==> src/include/sram_host_pkg.sv <==
// Constants for the host side of a 64K x 1 asynchronous static memory.
// Assumes a single core clock whose period is given in picoseconds below.
package sram_host_pkg;

   localparam int ADDR_BITS       = 16;
   localparam int DEPTH           = 65536;
   localparam int CLK_PERIOD_PS   = 10000;

   // Pin timing of the fastest grade, in ns
   localparam int READ_CYCLE_MIN_NS        = 10;
   localparam int WRITE_CYCLE_MIN_NS       = 10;
   localparam int SELECT_TO_DATA_DELAY_NS  = 10;
   localparam int ADDRESS_TO_WRITE_END_NS  = 8;
   localparam int DATA_TO_WRITE_END_NS     = 6;
   localparam int DESELECT_TO_FLOAT_NS     = 5;
   localparam int DESELECT_TO_POWER_DOWN_NS = 10;

   // Least times round up to whole cycles, never below one
   function automatic int min_cycles(input int ns);
      int c;
      c = (ns * 1000 + CLK_PERIOD_PS - 1) / CLK_PERIOD_PS;
      return (c < 1) ? 1 : c;
   endfunction

   function automatic int max2(input int a, input int b);
      return (a > b) ? a : b;
   endfunction

   localparam int ACCESS_CYC  = max2(min_cycles(SELECT_TO_DATA_DELAY_NS),
                                     min_cycles(READ_CYCLE_MIN_NS));
   localparam int WRITE_CYC   = max2(max2(min_cycles(ADDRESS_TO_WRITE_END_NS),
                                          min_cycles(DATA_TO_WRITE_END_NS)),
                                     min_cycles(WRITE_CYCLE_MIN_NS));
   localparam int RECOVER_CYC = min_cycles(DESELECT_TO_FLOAT_NS);

   localparam int TIMER_BITS  = 4;

   localparam logic       PIN_ACTIVE_N   = 1'h0;
   localparam logic       PIN_INACTIVE_N = 1'h1;
   localparam logic [15:0] ADDR_RESET    = 16'h0000;

endpackage

==> src/hw/cycle_timer.sv <==
// Down counter that reports when a loaded cycle count has run out.
// Assumes one clock and an asynchronous active-high reset.
`timescale 1ns/1ns
module cycle_timer #(
   parameter int WIDTH = 4
) (
   input  wire logic             clk,
   input  wire logic             rst,
   input  wire logic             load,
   input  wire logic [WIDTH-1:0] load_value,
   output logic                  done
);

   if (WIDTH < 1)
      $error("WIDTH must be at least one");

   logic [WIDTH-1:0] count;
   logic [WIDTH-1:0] next_count;

   assign next_count = load ? load_value
                     : (count != '0) ? WIDTH'(count - 1'b1) : count;
   assign done       = (count == '0);

   always_ff @(posedge clk or posedge rst)
   begin
      if (rst)
         count <= '0;
      else
         count <= next_count;
   end

endmodule

==> src/hw/sram_host.sv <==
// Host controller that runs single-bit reads and writes on a 64K x 1
// asynchronous static memory through its address, select, strobe and data pins.
// Assumes the memory data output is resolved to a level by the surroundings
// and that user inputs are synchronous to CORE_CLK.
//
// What this block does
// - Read: select low, strobe high, sample output
// - Write: select and strobe low, drive input
// - Address valid by select fall; strobe high there in reads only
// - Read cycle held at least 10 ns
// - Write cycle held at least 10 ns
// - Address stable 8 ns before write end
// - Write data valid 6 ns before end
`timescale 1ns/1ns
module sram_host #(
   parameter int ADDR_WIDTH        = sram_host_pkg::ADDR_BITS,
   parameter int ACCESS_MARGIN_CYC = 1
) (
   input  wire logic                  CORE_CLK,
   input  wire logic                  RST,
   input  wire logic                  REQ,
   input  wire logic                  WR,
   input  wire logic [ADDR_WIDTH-1:0] ADDR,
   input  wire logic                  WDATA,
   output logic                       READY,
   output logic                       RDATA,
   output logic                       RVALID,
   output logic [ADDR_WIDTH-1:0]      SRAM_ADDR,
   output logic                       SRAM_CE_N,
   output logic                       SRAM_WE_N,
   output logic                       SRAM_DIN,
   input  wire logic                  SRAM_DOUT
);

   localparam int TW = sram_host_pkg::TIMER_BITS;
   localparam int READ_HOLD = sram_host_pkg::ACCESS_CYC + ACCESS_MARGIN_CYC;

   // Elaboration checks on the parameters
   if (ADDR_WIDTH != sram_host_pkg::ADDR_BITS)
      $error("ADDR_WIDTH must match the memory address width");
   if (ACCESS_MARGIN_CYC < 0 || READ_HOLD > (1 << TW))
      $error("ACCESS_MARGIN_CYC out of range");
   if (sram_host_pkg::WRITE_CYC > (1 << TW) || sram_host_pkg::RECOVER_CYC > (1 << TW))
      $error("Timer too narrow for the cycle counts");

   typedef enum logic [1:0] {IDLE, READING, WRITING, RECOVER} state_e;

   localparam logic [TW-1:0] READ_LOAD    = TW'(READ_HOLD - 1);
   localparam logic [TW-1:0] WRITE_LOAD   = TW'(sram_host_pkg::WRITE_CYC - 1);
   localparam logic [TW-1:0] RECOVER_LOAD = TW'(sram_host_pkg::RECOVER_CYC - 1);

   state_e          state;
   state_e          next_state;
   logic            timer_done;
   logic            timer_load;
   logic [TW-1:0]   timer_value;

   wire accept    = (state == IDLE) && REQ && READY;
   wire start_rd  = accept && !WR;
   wire start_wr  = accept && WR;
   wire cycle_end = timer_done && (state == READING || state == WRITING);
   wire rec_end   = timer_done && (state == RECOVER);

   assign timer_load  = accept || cycle_end;
   assign timer_value = start_rd ? READ_LOAD
                      : start_wr ? WRITE_LOAD : RECOVER_LOAD;

   always_comb
   begin
      next_state = state;
      unique case (state)
         IDLE:    if (start_rd) next_state = READING;
                  else if (start_wr) next_state = WRITING;
         READING: if (timer_done) next_state = RECOVER;
         WRITING: if (timer_done) next_state = RECOVER;
         RECOVER: if (timer_done) next_state = IDLE;
      endcase
   end

   cycle_timer #(
      .WIDTH      (TW)
   ) u_timer (
      .clk        (CORE_CLK),
      .rst        (RST),
      .load       (timer_load),
      .load_value (timer_value),
      .done       (timer_done)
   );

   always_ff @(posedge CORE_CLK or posedge RST)
   begin
      if (RST)
         state <= IDLE;
      else
         state <= next_state;
   end

   // Address is driven at request and write data at write request; each held until the next such request
   always_ff @(posedge CORE_CLK or posedge RST)
   begin
      if (RST)
      begin
         SRAM_ADDR <= sram_host_pkg::ADDR_RESET;
         SRAM_DIN  <= 1'h0;
      end
      else if (accept)
      begin
         SRAM_ADDR <= ADDR;
         SRAM_DIN  <= WR ? WDATA : SRAM_DIN;
      end
   end

   // Select falls with the address; select rises at cycle end, and after a write the strobe rises with it
   always_ff @(posedge CORE_CLK or posedge RST)
   begin
      if (RST)
      begin
         SRAM_CE_N <= sram_host_pkg::PIN_INACTIVE_N;
         SRAM_WE_N <= sram_host_pkg::PIN_INACTIVE_N;
      end
      else if (accept)
      begin
         SRAM_CE_N <= sram_host_pkg::PIN_ACTIVE_N;
         SRAM_WE_N <= WR ? sram_host_pkg::PIN_ACTIVE_N
                         : sram_host_pkg::PIN_INACTIVE_N;
      end
      else if (cycle_end)
      begin
         SRAM_CE_N <= sram_host_pkg::PIN_INACTIVE_N;
         SRAM_WE_N <= sram_host_pkg::PIN_INACTIVE_N;
      end
   end

   // Read data is sampled at the last edge of the held read cycle
   always_ff @(posedge CORE_CLK or posedge RST)
   begin
      if (RST)
      begin
         RDATA  <= 1'h0;
         RVALID <= 1'h0;
      end
      else
      begin
         RVALID <= cycle_end && (state == READING);
         if (cycle_end && state == READING)
            RDATA <= SRAM_DOUT;
      end
   end

   always_ff @(posedge CORE_CLK or posedge RST)
   begin
      if (RST)
         READY <= 1'h0;
      else if (accept)
         READY <= 1'h0;
      else if (state == IDLE || rec_end)
         READY <= 1'h1;
   end

endmodule

==> config.mk <==
export PLATFORM = sky130hd
export DESIGN_NAME = sram_host
export DESIGN_NICKNAME = d
export VERILOG_FILES = /design/src/include/sram_host_pkg.sv /design/src/hw/cycle_timer.sv /design/src/hw/sram_host.sv
export SDC_FILE = /design/constraint.sdc
export NUM_CORES = 1
export LEC_CHECK = 0
export BUFFER_PORTS_ARGS = -buffer_cell sky130_fd_sc_hd__buf_2
export CAP_MARGIN = 20
export CORE_ASPECT_RATIO = 1.5
export CORE_MARGIN = 10
export CORE_UTILIZATION = 45
export CTS_BUF_LIST = sky130_fd_sc_hd__clkbuf_8
export DETAILED_ROUTE_END_ITERATION = 8
export PLACE_DENSITY = 0.83
export RECOVER_POWER = 100
export SYNTH_ARGS = -nofsm -noshare
export SYNTH_HDL_FRONTEND = slang
export SYNTH_SLANG_ARGS = --single-unit
==> constraint.sdc <==
create_clock -name CORE_CLK -period 2.9 [get_ports CORE_CLK]
set_clock_uncertainty 0.2 [all_clocks]
set_input_delay 0.58 -clock CORE_CLK [delete_from_list [all_inputs] [get_ports CORE_CLK]]
set_output_delay 0.58 -clock CORE_CLK [all_outputs]
set_load 0.005 [all_outputs]
**Word level (Yosys, flattened, before mapping)**

Index checks and enable logic that the tools add are counted.
Widths: inputs -> output; s select.

- Register bits after elaboration: 28
- Bits in latches: 0
- Bits in writable memories: 0
- Memory bits (read-only): 0
- Output and inout port bits: 22
- Word-level logic and storage cells: 50
- Memories: 0

- Add/subtract/negate cells: 1
- Multiply operators: 0
- Div/mod/pow operators: 0
- Magnitude comparators: 0
- Equal/unequal tests: 6
- Shift operators: 0
- Multiplexer cells: 14
- Bitwise logic cells: 0
- Reduce and logical (&&, ||, !) cells: 20

Operators with widths:

| operator | count |
|---|---|
| $mux 2 | 4 |
| $mux 4 | 2 |
| $logic_and 1x1->1 | 7 |
| $mux 1 | 7 |
| $pmux 2 s3 | 1 |
| $reduce_bool 2->1 | 3 |
| $eq 2x2->1 const B | 2 |
| $logic_not 4->1 | 1 |
| $reduce_bool 4->1 | 1 |
| $sub 4x1->4 const B | 1 |
| $logic_or 1x1->1 | 3 |
| $ne 3x3->1 const B | 1 |
| $reduce_and 3->1 | 1 |
| $eq 2x1->1 const B | 1 |
| $logic_not 2->1 | 1 |
| $ne 2x1->1 const B | 1 |
| $ne 2x2->1 const B | 1 |
| $reduce_and 2->1 | 1 |
| $reduce_or 2->1 | 1 |
| $logic_not 1->1 | 1 |

**Logic depth before layout (Yosys ltp)**

- Word-level depth: 7
- Gate-level depth with buffers: 7
- Gate-level depth less buffers: 5

**Modules after synthesis**

A second synthesis with hierarchy kept.

- Cells, all modules: 129
- Area, all modules: 1267.5 sq um

By module, submodules not included:

| module | times used | cells an instance | area an instance (sq um) | sequential area each (sq um) |
|---|---|---|---|---|
| sram_host | 1 | 107 | 1031.0 | 603.1 |
| cycle_timer | 1 | 22 | 236.5 | 100.1 |

**Worst setup path before layout**

OpenSTA, ideal clock, no wires.

- Kind: flip-flop to flip-flop
- Start: reg u_timer.count[0]
- End: reg RDATA
- Arrival: 1.464 ns
- Setup slack: 1.109 ns
- Cell stages (with the launch flop): 6
- Path buffers: 0
- Clock period less this slack: 1.791 ns
- Cells stage by stage: dfrtp_1 > inv_1 > ha_1 > nor3b_4 > and3_4 > mux2_1

- Longest elaborated chain between the ends: 3

RTL lines:

| what | line | source |
|---|---|---|
| start: declaration | cycle_timer.sv:17 | `logic [WIDTH-1:0] count;` |
| start signal: assignment | cycle_timer.sv:29 | `count <= next_count;` |
| $logic_not 4->1 | cycle_timer.sv:22 | `assign done = (count == '0);` |
| $logic_and 1x1->1 | sram_host.sv:61 | `wire cycle_end = timer_done && (state == READING \|\| state == WRITING);` |
| $logic_and 1x1->1 | sram_host.sv:145 | `if (cycle_end && state == READING)` |
| end signal: assignment | sram_host.sv:139 | `RDATA <= 1'h0;` |
| end signal: assignment | sram_host.sv:146 | `RDATA <= SRAM_DOUT;` |
| end: declaration | sram_host.sv:26 | `output logic RDATA,` |

Every way passes these cells.
A chain may end at the register's enable or synchronous reset.

**Final worst setup path**

- Start: reg u_timer.count[1]
- End: reg state[0]

- Longest elaborated chain between the ends: 3

RTL lines:

| what | line | source |
|---|---|---|
| $logic_not 4->1 * | cycle_timer.sv:22 |  |
| $ne 2x2->1 (no line) / $ne 2x1->1 (equally long branches) | - |  |
| $reduce_and 3->1 (no line) * | - |  |
| end signal: assignment | sram_host.sv:95 | `state <= next_state;` |
| end: declaration | sram_host.sv:52 | `state_e state;` |

Every way passes the cells marked *; elsewhere a longest branch is shown, timed or not.

==> flow_metrics.tcl <==
set metrics [dict create \
    synth-compound-area-share_pct 5.375 \
    drtPass1Iterations 4 \
    tightest_slew_ns 1.409 \
    grt_remaining_overflow 0 \
    finalCritPeriodShare_pct 74.55 \
    area_delta_synth_final_pct 23.53 \
    insertedDiodeCount 0 \
    top_layer "met4" \
    worstSetupEndpointType "register" \
    irDropWorstVdd_uv 553.3 \
    core_area_um2 2648 \
    multi_input_comb_area_um2 478.0 \
    floorplan.io_pins 44 \
    hold_crit_class "register to register" \
    dr_wl_met3_um 228 \
    power_density_nw_per_um2 1102 \
    gp_congestion 0.7097 \
    cts.clk_slew.worst_paths_ns 0.09 \
    antenna_violating_nets_post_route 0 \
    grt_start_max_net_pins 29 \
    avgViaCountPerCell 4.749 \
    maximum_fanout_encountered_on_the_critical_timing_path 10 \
    grt_antenna_before_repair 0 \
    setup_crit_start_kind "register" \
    sequence_of_cells_on_the_critical_path "inv_1 > ha_1 > nor3b_4 > a2bb2oi_1 > mux2_1" \
    initialDrtViolationCount 63 \
    setup_violations 0 \
    ff_latch_area_um2 703.2 \
    fillers 248 \
    criticalPathCategory "register to register" \
    grt_use_total_pct 11.12 \
    maxCapViolCount 0 \
    layout.cells.most_common "nand2_1" \
    synth_nets 153 \
    layout-drive-gt1-share_pct 19.41 \
    die-width_um 62.75 \
    synth_fa_ha_area_share_pct 6.085 \
    maxClockFrequency_mhz 462.5 \
    synth-seq-cells 28 \
    leakage_nw 0.8020 \
    total_non_filler_cell_area_in_the_finished_layout_um2 1524 \
    synth.area.top_cells "dfrtp_1 (53%), nand2_1 (15%), ha_1 (6.1%), dfstp_2 (4.3%), inv_1 (1.8%)" \
    vias 983 \
    synth_area_leader_cell "dfrtp_1" \
    critical-path-max-stage-delay_ns 0.42 \
    tritoncts "done" \
    post-route-drc-count 0 \
    start_util_pct 46.60 \
    holdBufCountCts 0 \
    dpl_cell_area_um2 1491 \
    placement.io_buffers 43 \
    layout.nets 199 \
    routed_met2_length_mm 1.508 \
    post_dr_wirelength_cell_um 14.26 \
    cts_made_buffers 3 \
    die-area_um2 5279 \
    crit_arrival_ns 2.12 \
    mostFrequentLayoutCells "nand2_1 (50), dfrtp_1 (26), buf_2 (24), clkbuf_1 (19)" \
    synthXorXnorAreaFrac_pct 0.7099 \
    cts_root_buffer "clkbuf_8" \
    clk_latency_ns 0.28 \
    postSynthCellCount 125 \
    rsz0062_at_grt "false" \
    ys_types 24 \
    status "completed" \
    post_cts_resized 0 \
    clock_tree.buffer_depth 2 \
    timing.slew.headroom_pct 6.041 \
    synth.cell_area_um2 1234 \
    post_synth_mux_area_share_pct 4.361 \
    drt-total-wl_mm 2.951 \
    final_core_utilization_pct 57.56 \
    finalHoldViolCount 0 \
    post-synth-top-area-fraction_pct 52.74 \
    syn_avg_cell_area_um2 9.869 \
    cts_post_setup_buffers_inserted 0 \
    floorplan.die.height_um 84.13 \
    crit_slowest_cell "dfrtp_1" \
    report.final.slew_viol_count 0 \
    synth_top_family_by_area "simple AND/OR/NAND/NOR gates" \
    dp.final_hpwl_mm 2.257 \
    ys.warnings.count 0 \
    htree_num_levels 1 \
    time_the_worst_path_needs_with_i_o_delays_and_setup_ns 2.162 \
    fin_setup_tns_ns 0 \
    seq_area_frac_synth_pct 57.00 \
    wire_length_of_the_first_global_routing_pass_mm 4.905 \
    numClockSinks 28 \
    yosys.area_share.simple_pct 23.12 \
    required_ns 2.86 \
    wl_met1_mm 1.160 \
    std_cell_rows 23 \
    grt_pass1_vias 1104 \
]
==> worst paths after layout <==
| path | start | to | slack, ns | depth (start not counted) |
|---|---|---|---|---|
| min | SRAM_ADDR[13]$_DFFE_PP0N_ | SRAM_ADDR[13]$_DFFE_PP0N_ | 0.28 | 2 |
| max | u_timer.count[1]$_DFFE_PP0P_ | state[0]$_DFFE_PP0P_ | 0.74 | 5 |
| min reg2reg | SRAM_ADDR[13]$_DFFE_PP0N_ | SRAM_ADDR[13]$_DFFE_PP0N_ | 0.28 | 2 |
| max in group asynchronous | RST | RVALID$_DFF_PP0_ | 1.12 | 3 |
| max reg2reg | u_timer.count[1]$_DFFE_PP0P_ | state[0]$_DFFE_PP0P_ | 0.74 | 5 |
| min in group asynchronous | RST | SRAM_ADDR[8]$_DFFE_PP0N_ | 0.56 | 3 |
==> synth_stat cells <==
| master | count |
|---|---|
| a211oi_1 | 2 |
| or2_2 | 1 |
| nor3b_4 | 1 |
| a2bb2oi_2 | 1 |
| a21oi_1 | 3 |
| xnor2_1 | 1 |
| ha_1 | 6 |
| mux2i_1 | 2 |
| inv_1 | 6 |
| dfstp_2 | 2 |
| and3_1 | 2 |
| nor3_1 | 2 |
| o22ai_1 | 2 |
| nand4_1 | 1 |
| mux2_1 | 2 |
| nand3_1 | 2 |
| dfrtp_1 | 26 |
| and3_4 | 1 |
| nor2_1 | 6 |
| mux2_2 | 1 |
| o31a_1 | 1 |
| buf_2 | 3 |
| nand2_1 | 50 |
| clkbuf_1 | 1 |
==> final cells by class <==
cell class | count | share of cell area, %
sequential | 28 | 46.14
multi-input combinational | 87 | 31.36
timing repair buffer | 45 | 13.30
tap | 37 | 3.038
clock buffer | 3 | 2.709
clock inverter | 1 | 1.970
inverter | 6 | 1.478
==> state kept, by name, indices dropped and copies added, names as in the netlist <==
signal,flops
READY,1
u_timer.count,4
SRAM_DIN,1
state,2
SRAM_WE_N,1
RDATA,1
SRAM_ADDR,16
RVALID,1
SRAM_CE_N,1
==> kinds of logic after synthesis <==
kind of cell | after synthesis
AND/OR/NAND/NOR | 66
flip-flops | 28
buffers and inverters | 10
AO/OA/AOI/OAI | 9
adder cells (fa/ha/maj) | 6
multiplexers | 5
XOR/XNOR | 1
==> through the flow <==
step	setup WS, ns	total power [mW]	std cells	hold slack (ns)
6_report	0.7380	1.679	207	0.2795
5_1_grt	0.6199	1.804	207	0.2857
4_1_cts	0.8606	1.735	207	0.1536
3_5_place_dp	0.9199	1.423	203	0.2572
3_3_place_gp	1.029	1.366	203	0.2543
2_1_floorplan	1.109	1.146	125	0.2697
==> where the power goes <==
group          switching [mW]  leakage [nW]  internal (mW)  total [mW]
clock                   0.120        0.0357          0.185       0.305
combinational           0.377         0.423          0.296       0.673
sequential              0.122         0.343          0.578       0.700
total                   0.620         0.802           1.06        1.68
==> worst max-delay path, delay by kind of cell (launching register included) <==
| kind | cells | cell delay [ns] |
|---|---|---|
| flops | 1 | 0.42 |
| buf+inv | 1 | 0.10 |
| mux | 1 | 0.39 |
| simple gates | 1 | 0.39 |
| compound gates | 1 | 0.36 |
| fa+ha+maj | 1 | 0.18 |
==> per-layer routing <==
layer / GRT usage, % / up-vias
li1: - / 487
met5: 0 / -
met1: 10.78 / 455
met3: 4.704 / 7
met2: 19.76 / 34
met4: 5.306 / 0
(Power assumes the default switching activity.)
